`config.mk`:
```
export PLATFORM = sky130hd
export DESIGN_NAME = sas_top
export DESIGN_NICKNAME = d
export VERILOG_FILES = /design/src/hdl/sas_pkg.sv /design/src/hdl/sas_sync3.sv /design/src/hdl/sas_top.sv
export SDC_FILE = /design/constraint.sdc
export NUM_CORES = 1
export LEC_CHECK = 0
export ABC_AREA = 1
export ABC_CLOCK_PERIOD_IN_PS = 6330
export BUFFER_PORTS_ARGS = -buffer_cell sky130_fd_sc_hd__buf_2
export CAP_MARGIN = 20
export CORE_UTILIZATION = 35
export DETAILED_ROUTE_END_ITERATION = 6
export PLACE_DENSITY = 0.52
export SETUP_SLACK_MARGIN = 0.1
export SKIP_LAST_GASP = 1
export SLEW_MARGIN = 20
export SYNTH_ARGS = -nofsm -noshare
export SYNTH_HDL_FRONTEND = slang
export SYNTH_HIERARCHICAL = 1
export SYNTH_SLANG_ARGS = --single-unit
```
`constraint.sdc`:
```
create_clock -name clk_i -period 6.33 [get_ports clk_i]
set_input_delay 1.266 -clock clk_i [delete_from_list [all_inputs] [get_ports clk_i]]
set_output_delay 1.266 -clock clk_i [all_outputs]
set_load 0.005 [all_outputs]
```
`src/hdl/sas_pkg.sv`:
```
// Shared constants, register map and mode encoding of the smoke alarm sequencer
package sas_pkg;

	////////////////////////////////////////////////////////////////////////////
	// Clock and slow reference tick
	localparam int CLK_PERIOD_NS = 10;                              // System clock period
	localparam int REF_PERIOD_NS = 10_000;                          // Slow reference tick period
	localparam int REF_DIV       = REF_PERIOD_NS / CLK_PERIOD_NS;   // Clocks per tick
	localparam int REF_PERIOD_US = REF_PERIOD_NS / 1000;            // Tick period in us

	////////////////////////////////////////////////////////////////////////////
	// Sequencer times, in microseconds, and their tick counts
	localparam int T_CYCLE_QUIET_US = 1_650_000;                    // Cycle without smoke
	localparam int T_CYCLE_ALARM_US = 41_670;                       // Cycle during smoke
	localparam int T_STROBE_US      = 10_000;                       // Comparator power strobe
	localparam int T_HORN_PHASE_US  = 500_000;                      // Horn on or off phase
	localparam int T_LED_US         = 11_600;                       // LED load pulse
	localparam int QUIET_TICKS  = T_CYCLE_QUIET_US / REF_PERIOD_US;
	localparam int ALARM_TICKS  = T_CYCLE_ALARM_US / REF_PERIOD_US;
	localparam int STROBE_TICKS = T_STROBE_US / REF_PERIOD_US;
	localparam int HORN_TICKS   = T_HORN_PHASE_US / REF_PERIOD_US;
	localparam int LED_TICKS    = T_LED_US / REF_PERIOD_US;
	localparam int LED_EVERY    = 24;                               // Cycles between LED pulses

	////////////////////////////////////////////////////////////////////////////
	// Register map, byte addresses
	localparam logic [7:0] ADR_CTRL     = 8'h00;                    // Control, read/write
	localparam logic [7:0] ADR_STATUS   = 8'h04;                    // Live state, read only
	localparam logic [7:0] ADR_IRQ_STAT = 8'h08;                    // Sticky events, read only
	localparam logic [7:0] ADR_IRQ_CLR  = 8'h0C;                    // Event clear, write only
	localparam logic [7:0] ADR_IRQ_EN   = 8'h10;                    // Event enable, read/write

	////////////////////////////////////////////////////////////////////////////
	// Field positions and reset values
	localparam int         CTRL_RUN     = 0;                        // Sequencer run enable
	localparam logic       CTRL_RUN_RST = 1'b1;                     // Runs from reset
	localparam int         ST_SMOKE     = 0;                        // Smoke output level
	localparam int         ST_LOWBAT    = 1;                        // Low battery output level
	localparam int         ST_TEST      = 2;                        // Test mode active
	localparam int         ST_HORN      = 3;                        // Horn enable
	localparam int         ST_LED       = 4;                        // LED pulse active
	localparam int         ST_STROBE    = 5;                        // Power strobe active
	localparam int         ST_HYS       = 6;                        // Hysteresis select
	localparam int         IRQ_W        = 3;                        // Number of events
	localparam int         IRQ_SMOKE_ON = 0;                        // Alarm entered
	localparam int         IRQ_SMOKE_OFF = 1;                       // Alarm ended
	localparam int         IRQ_LOWBAT   = 2;                        // Low battery found
	localparam logic [31:0] RD_ZERO     = 32'h0000_0000;            // Unmapped read value

	////////////////////////////////////////////////////////////////////////////
	// Sequencer modes
	typedef enum logic [1:0] {
		MODE_STOP  = 2'b00,                                         // Held idle by software
		MODE_QUIET = 2'b01,                                         // No smoke
		MODE_HORN  = 2'b10,                                         // Smoke, horn sounding
		MODE_PAUSE = 2'b11                                          // Smoke, horn silent
	} sas_mode_e;

endpackage

```
`src/hdl/sas_sync3.sv`:
```
// Three stage pin synchroniser, a change passes once stages two and three agree
`timescale 1ns/1ps
module sas_sync3 #(
	parameter int           W       = 1,                            // Number of pins
	parameter logic [W-1:0] RST_VAL = '0                            // Idle pin levels
) (
	input  wire logic         clk_i,                                // System clock
	input  wire logic         rst_i,                                // Synchronous reset
	input  wire logic [W-1:0] d_i,                                  // Raw pin levels
	output logic      [W-1:0] q_o                                   // Filtered levels
);
	import sas_pkg::*;

	////////////////////////////////////////////////////////////////////////////
	// State
	typedef struct packed {
		logic [W-1:0] s1;                                           // First stage
		logic [W-1:0] s2;                                           // Second stage
		logic [W-1:0] s3;                                           // Third stage
		logic [W-1:0] q;                                            // Accepted level
	} sas_sync_s;

	sas_sync_s    r;                                                // Registered state
	sas_sync_s    n;                                                // Next state
	logic [W-1:0] q_nxt;                                            // Per bit accepted level

	////////////////////////////////////////////////////////////////////////////
	// Accept a level only when stages two and three agree
	for (genvar i = 0; i < W; i++) begin : g_bit
		assign q_nxt[i] = (r.s2[i] == r.s3[i]) ? r.s3[i] : r.q[i];
	end

	// Next state
	always_comb begin
		n    = r;
		n.s1 = d_i;
		n.s2 = r.s1;
		n.s3 = r.s2;
		n.q  = q_nxt;
	end

	// Registers
	always_ff @(posedge clk_i) begin
		if (rst_i) begin
			r <= {RST_VAL, RST_VAL, RST_VAL, RST_VAL};
		end else begin
			r <= n;
		end
	end

	assign q_o = r.q;

endmodule

```
`src/hdl/sas_top.sv`:
```
// Smoke alarm timing sequencer with Wishbone registers and interrupt
// Notes on behaviour
// - Quiet cycle lasts 1.65 s
// - Each cycle strobes and samples smoke, with skips
// - Battery checked once every 24 cycles
// - Smoke shortens cycle to 41.67 ms, horn on
// - Horn alternates 500 ms on, 500 ms off
// - Silent phase resamples; clear smoke ends alarm
// - In smoke, no battery alarm; LED 1 Hz
// - Test pin low shows live comparator results
// - Outputs high for smoke or low battery
// - Power strobe lasts about 10 ms
// - LED pulse about every 40 s, checks battery
// - LED pulse lasts 11.6 ms
// - Smoke asserts hysteresis select
// - Alarm ends only in silent horn phase, or at once when software clears run
// - At most one strobe per cycle
`timescale 1ns/1ps
module sas_top #(
	parameter int P_REF_DIV      = sas_pkg::REF_DIV,                // Clocks per slow tick
	parameter int P_QUIET_TICKS  = sas_pkg::QUIET_TICKS,            // Quiet cycle length
	parameter int P_ALARM_TICKS  = sas_pkg::ALARM_TICKS,            // Smoke cycle length
	parameter int P_STROBE_TICKS = sas_pkg::STROBE_TICKS,           // Strobe length
	parameter int P_HORN_TICKS   = sas_pkg::HORN_TICKS,             // Horn phase length
	parameter int P_LED_TICKS    = sas_pkg::LED_TICKS,              // LED pulse length
	parameter int P_LED_EVERY    = sas_pkg::LED_EVERY               // Cycles per LED pulse
) (
	input  wire logic        clk_i,                                 // System clock
	input  wire logic        rst_i,                                 // Synchronous reset
	input  wire logic        wb_cyc_i,                              // Wishbone cycle
	input  wire logic        wb_stb_i,                              // Wishbone strobe
	input  wire logic        wb_we_i,                               // Write enable
	input  wire logic [7:0]  wb_adr_i,                              // Byte address
	input  wire logic [3:0]  wb_sel_i,                              // Byte lanes
	input  wire logic [31:0] wb_dat_i,                              // Write data
	output logic      [31:0] wb_dat_o,                              // Read data
	output logic             wb_ack_o,                              // Acknowledge
	input  wire logic        smoke_cmp_i,                           // Smoke comparator result
	input  wire logic        lowbat_cmp_i,                          // Battery comparator result
	input  wire logic        test_n_i,                              // Test mode, active low
	output logic             smoke_o,                               // High on smoke
	output logic             lowbat_o,                              // High on low battery
	output logic             pwr_strobe_o,                          // Comparator power
	output logic             led_o,                                 // LED driver active
	output logic             horn_en_o,                             // Horn oscillator enable
	output logic             hys_sel_o,                             // Hysteresis select
	output logic             irq_o                                  // Interrupt level
);
	import sas_pkg::*;

	////////////////////////////////////////////////////////////////////////////
	// Widths and terminal counts
	localparam int DW = $clog2(P_REF_DIV + 1);                      // Divider width
	localparam int CW = $clog2(P_QUIET_TICKS + 1);                  // Cycle counter width
	localparam int HW = $clog2(P_HORN_TICKS + 1);                   // Phase counter width
	localparam int IW = $clog2(P_LED_EVERY + 1);                    // Cycle index width
	localparam logic [DW-1:0] DIV_END    = DW'(P_REF_DIV - 1);
	localparam logic [CW-1:0] QUIET_END  = CW'(P_QUIET_TICKS - 1);
	localparam logic [CW-1:0] ALARM_END  = CW'(P_ALARM_TICKS - 1);
	// Pulses rise at count zero, so they fall once the count reaches their length
	localparam logic [CW-1:0] STROBE_END = CW'(P_STROBE_TICKS);
	localparam logic [CW-1:0] LED_END    = CW'(P_LED_TICKS);
	localparam logic [HW-1:0] HORN_END   = HW'(P_HORN_TICKS - 1);
	localparam logic [IW-1:0] IDX_END    = IW'(P_LED_EVERY - 1);

	////////////////////////////////////////////////////////////////////////////
	// State
	typedef struct packed {
		logic [DW-1:0]     div;                                     // Tick divider
		logic [CW-1:0]     cyc_cnt;                                 // Ticks into cycle
		logic [IW-1:0]     idx;                                     // Cycle index
		logic [HW-1:0]     phase;                                   // Ticks into horn phase
		sas_mode_e         mode;                                    // Sequencer mode
		logic              strobe;                                  // Strobe active
		logic              led;                                     // LED pulse active
		logic              chirp;                                   // Low battery chirp
		logic              lowbat;                                  // Held battery result
		logic              smoke_out;                               // Smoke output flop
		logic              lowbat_out;                              // Battery output flop
		logic              run;                                     // Control run bit
		logic [IRQ_W-1:0]  irq_stat;                                // Sticky events
		logic [IRQ_W-1:0]  irq_en;                                  // Event enables
		logic              ack;                                     // Bus acknowledge
		logic [31:0]       dat;                                     // Bus read data
	} sas_state_s;

	sas_state_s       r;                                            // Registered state
	sas_state_s       n;                                            // Next state
	logic [2:0]       pins_s;                                       // Synchronised pins
	logic             smoke_s;                                      // Smoke comparator
	logic             lowbat_s;                                     // Battery comparator
	logic             test_s;                                       // Test mode, active high
	logic             tick;                                         // Slow tick enable
	logic             alarm;                                        // Smoke mode
	logic             cyc_end;                                      // Last tick of cycle
	logic             req;                                          // New bus request
	logic [IRQ_W-1:0] ev;                                           // Events this clock
	logic [IRQ_W-1:0] clr;                                          // Software clears
	logic [31:0]      rd;                                           // Read mux
	logic [31:0]      status;                                       // Status word

	////////////////////////////////////////////////////////////////////////////
	// Pin synchroniser
	sas_sync3 #(
		.W       (3),
		.RST_VAL (3'b100)
	) u_sync (
		.clk_i (clk_i),
		.rst_i (rst_i),
		.d_i   ({test_n_i, lowbat_cmp_i, smoke_cmp_i}),
		.q_o   (pins_s)
	);

	assign smoke_s  = pins_s[0];
	assign lowbat_s = pins_s[1];
	assign test_s   = ~pins_s[2];

	////////////////////////////////////////////////////////////////////////////
	// Status word and read mux
	always_comb begin
		status            = RD_ZERO;
		status[ST_SMOKE]  = r.smoke_out;
		status[ST_LOWBAT] = r.lowbat_out;
		status[ST_TEST]   = test_s;
		status[ST_HORN]   = horn_en_o;
		status[ST_LED]    = r.led;
		status[ST_STROBE] = pwr_strobe_o;
		status[ST_HYS]    = hys_sel_o;
		rd                = RD_ZERO;
		case (wb_adr_i)
			ADR_CTRL: begin
				rd[CTRL_RUN] = r.run;
			end
			ADR_STATUS: begin
				rd = status;
			end
			ADR_IRQ_STAT: begin
				rd[IRQ_W-1:0] = r.irq_stat;
			end
			ADR_IRQ_EN: begin
				rd[IRQ_W-1:0] = r.irq_en;
			end
			default: begin
				rd = RD_ZERO;                                       // Unmapped and clear read zero
			end
		endcase
	end

	////////////////////////////////////////////////////////////////////////////
	// Next state
	always_comb begin
		n       = r;
		ev      = '0;
		clr     = '0;
		// One slow tick drives every interval
		tick    = (r.div == DIV_END);
		n.div   = tick ? '0 : r.div + DW'(1);
		alarm   = (r.mode == MODE_HORN) || (r.mode == MODE_PAUSE);
		// Cycle length chosen by smoke state
		cyc_end = r.cyc_cnt >= (alarm ? ALARM_END : QUIET_END);
		req     = wb_cyc_i && wb_stb_i && !r.ack;

		// Outputs: live in test mode, held results otherwise
		n.smoke_out  = test_s ? smoke_s : alarm;
		n.lowbat_out = test_s ? lowbat_s : r.lowbat;

		if (!r.run) begin
			// Held idle by software
			n.mode    = MODE_STOP;
			n.cyc_cnt = '0;
			n.idx     = '0;
			n.phase   = '0;
			n.strobe  = 1'b0;
			n.led     = 1'b0;
			n.chirp   = 1'b0;
		end else if (r.mode == MODE_STOP) begin
			// Restart without smoke
			n.mode = MODE_QUIET;
		end else if (tick) begin
			n.cyc_cnt = cyc_end ? '0 : r.cyc_cnt + CW'(1);
			// LED slot every 24 cycles, battery slot too
			if (cyc_end) begin
				n.idx = (r.idx == IDX_END) ? '0 : r.idx + IW'(1);
			end
			// Cycle start: LED slot or one strobe
			if (r.cyc_cnt == '0) begin
				if (r.idx == '0) begin
					n.led   = 1'b1;                                 // 1 Hz in smoke
					n.chirp = r.lowbat && !alarm;                   // Chirp with LED
				end else if (!test_s && r.mode != MODE_HORN) begin
					n.strobe = 1'b1;                                // Test bypasses strobing
				end
			end
			// Horn phase timing in smoke
			if (alarm) begin
				if (r.phase == HORN_END) begin
					n.phase = '0;
					n.mode  = (r.mode == MODE_HORN) ? MODE_PAUSE : MODE_HORN;
					// A strobe begun in silence must not run into the sounding phase
					if (r.mode == MODE_PAUSE) begin
						n.strobe = 1'b0;
					end
				end else begin
					n.phase = r.phase + HW'(1);
				end
			end
			// Strobe end samples the smoke comparator
			if (r.strobe && r.cyc_cnt == STROBE_END) begin
				n.strobe = 1'b0;
				case (r.mode)
					MODE_QUIET: begin
						if (smoke_s) begin
							n.mode  = MODE_HORN;                    // Alarm, horn on
							n.phase = '0;
							ev[IRQ_SMOKE_ON] = 1'b1;
						end
					end
					MODE_PAUSE: begin
						if (!smoke_s) begin
							n.mode  = MODE_QUIET;                   // Clear during silence
							n.phase = '0;
							ev[IRQ_SMOKE_OFF] = 1'b1;
						end
					end
					default: begin
						n.mode = n.mode;                            // Horn phase: no sample
					end
				endcase
			end
			// LED end takes the battery result, not in smoke
			if (r.led && r.cyc_cnt == LED_END) begin
				n.led   = 1'b0;
				n.chirp = 1'b0;
				if (!alarm) begin
					n.lowbat = lowbat_s;
					ev[IRQ_LOWBAT] = lowbat_s && !r.lowbat;
				end
			end
		end

		// Bus slave, answers one clock after the request
		n.ack = req;
		if (req && !wb_we_i) begin
			n.dat = rd;
		end
		if (req && wb_we_i && wb_sel_i[0]) begin
			case (wb_adr_i)
				ADR_CTRL: begin
					n.run = wb_dat_i[CTRL_RUN];
				end
				ADR_IRQ_CLR: begin
					clr = wb_dat_i[IRQ_W-1:0];
				end
				ADR_IRQ_EN: begin
					n.irq_en = wb_dat_i[IRQ_W-1:0];
				end
				default: begin
					clr = '0;                                       // Read only or unmapped
				end
			endcase
		end
		// A new event wins over a clear in the same clock
		n.irq_stat = (r.irq_stat & ~clr) | ev;
	end

	////////////////////////////////////////////////////////////////////////////
	// Registers
	always_ff @(posedge clk_i) begin
		if (rst_i) begin
			r      <= '0;
			r.mode <= MODE_QUIET;
			r.run  <= CTRL_RUN_RST;
		end else begin
			r <= n;
		end
	end

	////////////////////////////////////////////////////////////////////////////
	// Outputs
	assign wb_dat_o     = r.dat;
	assign wb_ack_o     = r.ack;
	assign smoke_o      = r.smoke_out;
	assign lowbat_o     = r.lowbat_out;
	assign pwr_strobe_o = r.strobe || test_s;                       // Test powers constantly
	assign led_o        = r.led;
	assign horn_en_o    = (r.mode == MODE_HORN) || r.chirp;         // Horn or chirp
	assign hys_sel_o    = (r.mode == MODE_HORN) || (r.mode == MODE_PAUSE);
	assign irq_o        = |(r.irq_stat & r.irq_en);
endmodule

```
## Word-level counts from Yosys, hierarchy flattened

Index checks and enable logic that the tools add are counted.

- Register bits after elaboration: 109
- Input bits: 52
- Output and inout bits: 40
- Word-level logic and storage cells: 132

- Add/subtract/negate cells: 4
- Order comparisons: 1
- Equality and inequality tests: 19
- Mux-type cells: 46
- Bitwise logic cells: 8
- Reductions and logical operators: 31

Operators by type and width:

| kind | number |
|---|---|
| $mux 19 | 5 |
| $mux 18 | 4 |
| $mux 3 | 11 |
| $pmux 16 s2 | 1 |
| $add 18x1->18 const B | 1 |
| $eq 18x10->1 const B | 1 |
| $eq 18x11->1 const B | 1 |
| $ge 18x18->1 | 1 |
| $logic_not 18->1 | 1 |
| $add 16x1->16 const B | 1 |
| $eq 16x16->1 const B | 1 |
| $eq 8x4->1 const B | 2 |
| $mux 16 | 1 |
| $mux 1 | 14 |
| $mux 4 | 3 |
| $add 10x1->10 const B | 1 |
| $eq 10x10->1 const B | 1 |
| $logic_and 1x1->1 | 10 |
| $mux 5 | 2 |
| $ne 5x2->1 const B | 2 |
| $eq 8x3->1 const B | 1 |
| $eq 8x5->1 const B | 1 |
| $logic_not 8->1 | 1 |
| $and 3x3->3 | 2 |
| 24 further kinds | 40 |

## Longest topological paths before layout

Gate-level depths: netlist of run 1.

- Word-level depth: 21
- Mapped depth: 14
- Gate-level depth less buffers: 12

## By module

Netlist of run 1, hierarchy kept.

Modules (own cells, without submodules):

| module | times used | cells each | area each (um2) | sequential area each (um2) |
|---|---|---|---|---|
| sas_top | 1 | 687 | 4556.9 | 1441.4 |
| sas_sync3 | 1 | 46 | 396.6 | 240.2 |

## Worst setup path after synthesis of run 1

OpenSTA, ideal clock, no wires.

- Path kind: input to register
- Start point: in wb_adr_i[1]
- End point: reg r[34] in the netlist's numbering
- Arrival time: 2320 ps
- Setup slack: 3924 ps
- Cell stages on the path: 5
- Cell sequence: nor2_1 nand3_1 nor4_1 nor2_1 a211oi_1

- Word-level cells in the longest chain between the ends: 2

RTL lines:

| element | line | text |
|---|---|---|
| start, declared | sas_top.sv:33 | `input wire logic [7:0] wb_adr_i,` |
| $eq 8x5->1 | sas_top.sv:247 | `case (wb_adr_i)` |
| $reduce_and 2->1 (no source line) | -- |  |
| end signal, assigned | sas_top.sv:274 | `r <= n;` |
| end, declared | sas_top.sv:87 | `sas_state_s r;` |

No other way between the ends.
A chain may end at the register's enable or synchronous reset.

==> impl_metrics.toml, run 1 <==
[global_routing]
grt_pass1_vias = 4156
grt_max_degree = 29
antenna_found_initial = 0
overflow = 0
grt_pass1_wl_um = 19300
gr-usage-all-layers_pct = 16.6

[synthesis]
syn_inst = 733
yosys_warnings = 6
yosys.area.top_type = "dfxtp_1"
ys_dominant_reg_cell = "dfxtp_1"
avgSynthCellArea_um2 = 6.76
yosys.cell_types.count = 39
async_flop_share_pct = 0
netlist.area_leader.share_pct = 33.9
synth-edff-count = 0
netlist_top_cells_area = "dfxtp_1, nand2_1, nor2_1, inv_1, nand3_1"
ys_seq_elements = 84
synth_area_um2 = 4950
seq_area_frac_synth_pct = 33.9

[routing]
detail-route-antenna-nets = 0
route.vias.total = 4461
route.detailed.vias_per_inst = 4.76
drt_iter0_drc = 300
wl_per_cell_um = 12.0
drc = 0
first_pass_iters = 4
wl_um = 11200

[placement]
dp.cells = 921
gp_congestion = 0.828
hpwl_um = 8460
place_ws_ns = 3.45
port_buffers = 34
postPlaceCellArea_um2 = 5070

[cts]
cts.htree.levels = 3
cts_buffers = 9
cts_tree = "built"
path_clk_slew_ns = 0.07
post_cts_buffers = 0
root_buffer = "clkbuf_16"
hold_buffers = 0
cts.sinks = 84
clock_latency_ns = 0.35
cts.repair.resized = 0
clockBufferDepth = 2

[timing]
setup_viol = 0
rsz0062_at_grt = "no"
min_period_ns = 2.93
tns_ns = 0
final-max-slew-violation-count = 0
worst_hold_slack_ns = 0.404
setup_ws_ns = 3.40
max_slew_margin_pct = 44.0
clock_skew_ns = 0.00732
final_hold_viol_count = 0
fmax_mhz = 341
tightest_slew_ns = 0.833
period_share_pct = 46.3

[cells_and_area]
instances_no_fill = 937
final_common_cell = "nand2_1"
layout.nets = 817
drive_gt1_share_pct = 11.2
finalInstanceArea_um2 = 5350
syn_to_final_growth_pct = 8.08
fin_util_pct = 38.7
antenna_cells = 0
final_cell_mix = "nand2_1, nor2_1, dfxtp_1"

[critical_path]
worstSetupStartpointType = "flop"
cp.required_ns = 5.06
r2r-start = "r[87]"
crit_type = "flop to output port"
cp-end-kind = "output port"
reg2regPathDepth = 8
crit_arrival_ns = 1.66
cp_max_fo = 14

[floorplan]
ios = 92
core-area_um2 = 13800
die_h_um = 121
start_util_pct = 35.8
rows = 43
dieArea_um2 = 14600
dieWidth_um = 121

[worst_hold_path]
hold_class = "flop to flop"
min_from = "u_sync/n[6]"
min_path_cells = 2

[power]
power_mw = 1.08
powerDensity_nw_per_um2 = 202
peakVddDrop_mv = 0.112
p_leak_nw = 2.23

[run_status]
outcome = "finished, final reports clean"

[run]
maxCapViolCount = 0
report_power, final:
group          total [mW]  internal, mW  switching [mW]
registers           0.536         0.534         0.00262
logic              0.0340        0.0107          0.0233
clock network       0.511         0.273           0.238
total                1.08         0.817           0.264
path summary, 6_finish.rpt:
check / endpoint / slack, ns
max: horn_en_o / 3.40
min: u_sync/n[3] / 0.40
max reg2reg: r[81] / 3.97
min reg2reg: u_sync/n[3] / 0.40
synth_stat cells (2+ instances only):
cell	count
nand3b_1	5
clkbuf_1	5
nor2_4	3
nand4_1	20
a211oi_1	3
nand3_1	56
nor3_2	2
nor3b_1	3
xnor2_1	3
nor3_1	29
buf_6	6
nor2_2	7
xor2_1	11
nor2_1	124
ha_1	13
inv_2	5
nand2_4	2
inv_1	80
or2_2	5
nor4_1	5
or2_1	2
nand2_1	135
buf_4	36
nand2_2	5
o21ai_0	24
dfxtp_1	84
o21ai_1	2
nand3_2	2
buf_2	4
a21oi_1	43
kinds of logic after synthesis:
group / count (synthesis) / synth area share [%]
other: 1 / 0.0757
XOR/XNOR: 14 / 2.48
AO/OA/AOI/OAI: 77 / 8.16
adder cells (fa/ha/maj): 13 / 3.28
buffers and inverters: 136 / 14.0
AND/OR/NAND/NOR: 408 / 38.0
flip-flops: 84 / 33.9
state kept, by name, indices dropped and copies added (netlist names), named ones only:
register	flops
wb_ack_o	1
lowbat_o	1
wb_dat_o	7
led_o	1
smoke_o	1
u_sync/n	6
u_sync/q_o	3
u_sync/r	3
r	60
area by class of cell:
cell class                 instances  area (µm²)
fill                            1480        8470
clock inverter                     7        58.8
timing repair buffer              35         178
clock buffer                       9         225
tap                              180         225
inverter                          85         319
multi-input combinational        537        2670
sequential                        84        1680
worst max-delay path, stage by stage (launching register included):
cell,delay [ns]
dfxtp_1,0.31
inv_1,0.44
nor2_1,0.10
or2_2,0.33
buf_2,0.14
metal layers:
metal	global-route usage [%]	vias up	wire (µm)
li1	-	2350	-
met1	21.0	2040	5540
met2	27.3	59	5190
met3	4.42	12	361
met4	5.48	0	146
met5	0	-	0
(Power assumes the default switching activity.)
==> inputs of run 2 (changes only) <==
--- a/config.mk
+++ b/config.mk
@@ -6,12 +6,12 @@
 export NUM_CORES = 1
 export LEC_CHECK = 0
 export ABC_AREA = 1
-export ABC_CLOCK_PERIOD_IN_PS = 6330
+export ABC_CLOCK_PERIOD_IN_PS = 2350
 export BUFFER_PORTS_ARGS = -buffer_cell sky130_fd_sc_hd__buf_2
 export CAP_MARGIN = 20
 export CORE_UTILIZATION = 35
 export DETAILED_ROUTE_END_ITERATION = 6
-export PLACE_DENSITY = 0.52
+export PLACE_DENSITY = 0.54
 export SETUP_SLACK_MARGIN = 0.1
 export SKIP_LAST_GASP = 1
 export SLEW_MARGIN = 20
==> constraint.sdc (replaced) <==
create_clock -name clk_i -period 2.35 [get_ports clk_i]
set_input_delay 0.47 -clock clk_i [delete_from_list [all_inputs] [get_ports clk_i]]
set_output_delay 0.47 -clock clk_i [all_outputs]
set_load 0.005 [all_outputs]
==> impl_metrics.toml, run 2 (synthesis gave the netlist of run 1 again) <==
[run_status]
outcome = "finished, final reports clean"

[floorplan]
ios = 92
start_util_pct = 35.8
rows = 43
dieWidth_um = 121
dieArea_um2 = 14600
die_h_um = 121
core-area_um2 = 13800

[power]
switching_share_pct = 23.2
powerDensity_nw_per_um2 = 534
peakVddDrop_mv = 0.406
p_comb_share_pct = 3.3
p_leak_nw = 2.26
power_mw = 2.89
p_int_mw = 2.22
p_switching_uw = 672
pwr-share-seq_pct = 50.0
p_clk_share_pct = 46.8

[critical_path]
critPathTopFamily = "buffers and inverters"
cp_cell_sequence = "inv_1, buf_4, nor2_1, or2_2, buf_2"
cp.required_ns = 1.88
cp-end-kind = "output port"
slowest_delay_ns = 0.37
crit_arrival_ns = 1.60
crit_type = "flop to output port"
cp_max_fo = 11
worstSetupStartpointType = "flop"
cpMaxStageDelayCell = "dfxtp_2"
critical_path_buf_inv_count = 3
rrSetupSlack_ns = 0.30

[cts]
cts_tree = "built"
post_cts_buffers = 0
cts.sinks = 84
path_clk_slew_ns = 0.06
cts_buffers = 9
cts.htree.levels = 3
clockBufferDepth = 2
clock_latency_ns = 0.35
hold_buffers = 0
root_buffer = "clkbuf_16"

[timing]
worst_hold_slack_ns = 0.304
final_hold_viol_count = 0
clock_skew_ns = 0.0109
tightest_slew_ns = 0.748
fmax_mhz = 483
tns_ns = 0
setup_viol = 0
max_slew_margin_pct = 49.9
final-max-slew-violation-count = 0
min_period_ns = 2.07
period_share_pct = 88.0
rsz0062_at_grt = "yes"

[placement]
port_buffers = 34
hpwl_um = 8490
postPlaceCellArea_um2 = 5110
gp_congestion = 0.842
dp.cells = 927

[global_routing]
grt_max_degree = 21
grt_pass1_vias = 4027
gr-usage-all-layers_pct = 16.2
overflow = 0
antenna_found_initial = 0
grt_pass1_wl_um = 18800

[worst_hold_path]
hold_class = "primary input to flop"

[run]
maxCapViolCount = 0

[routing]
drt_iter0_drc = 219
route.vias.total = 4477
detail-route-antenna-nets = 0
route.detailed.vias_per_inst = 4.74
first_pass_iters = 5
drc = 0
wl_per_cell_um = 11.9
wl_um = 11300

[cells_and_area]
top_register = "r"
drive_gt1_share_pct = 12.2
final_common_cell = "nand2_1"
largest_reg_flops = 60
antenna_cells = 0
instances_no_fill = 944
finalInstanceArea_um2 = 5410
final_cell_mix = "nand2_1, nor2_1, dfxtp_1"
syn_to_final_growth_pct = 9.30
layout.nets = 824
## run 2: cell types whose count changed in the layout (fill, tap and decap cells not counted)
cell	delta
buf_4	+6
clkbuf_8	+1
clkinv_4	+2
dfxtp_1	-1
dfxtp_2	+1
inv_6	-2
inv_8	-1
nor2_4	+1
## run 2: layout make-up
cell class	instances	area [µm²]
clock buffer	10	239
fill	1465	8410
timing repair buffer	41	223
tap	180	225
multi-input combinational	538	2680
inverter	85	319
sequential	84	1680
clock inverter	6	47.5
## run 2: worst paths after layout
kind	startpoint	endpoint	cells after the start
worst max-delay path	flop	horn_en_o	5
worst min-delay path	test_n_i	u_sync/n[8]	2
worst max register to register	flop	r[71]	11
worst min register to register	u_sync/n[8]	u_sync/n[5]	1
## run 2: stage by stage
step / setup WS, ns / utilization (%)
finish: 0.281 / 39.2
global route: 0.0819 / 39.2
CTS: 0.144 / 39.1
detailed placement: 0.152 / 37.0
global placement: 0.230 / 37.0
floorplan: 0.171 / -
## run 2: layer usage
layer  global-route usage [%]  routed length (µm)  vias up  share of wire, %
met5                        0                   0        -                 0
met2                     27.3                5270       88                47
met4                     4.24                 125        0               1.1
met1                     20.4                5370     2016                48
met3                     4.42                 504        9               4.5
li1                         -                   -     2364                 -
## run 2: power groups by stage
stage	Combinational, mW	Sequential (mW)	Clock [mW]
after floorplan	0.0973	1.48	0
after CTS	0.0950	1.45	1.40
after global placement	0.0929	1.48	0
after global routing	0.109	1.45	1.46
final	0.0942	1.45	1.35
after detailed placement	0.0945	1.48	0
## run 2: what timing repair did
item                                    in CTS  in global routing
endpoints found under the setup margin       0                 19
endpoints found under the hold margin        0                  0
gates resized for setup                      0                  1
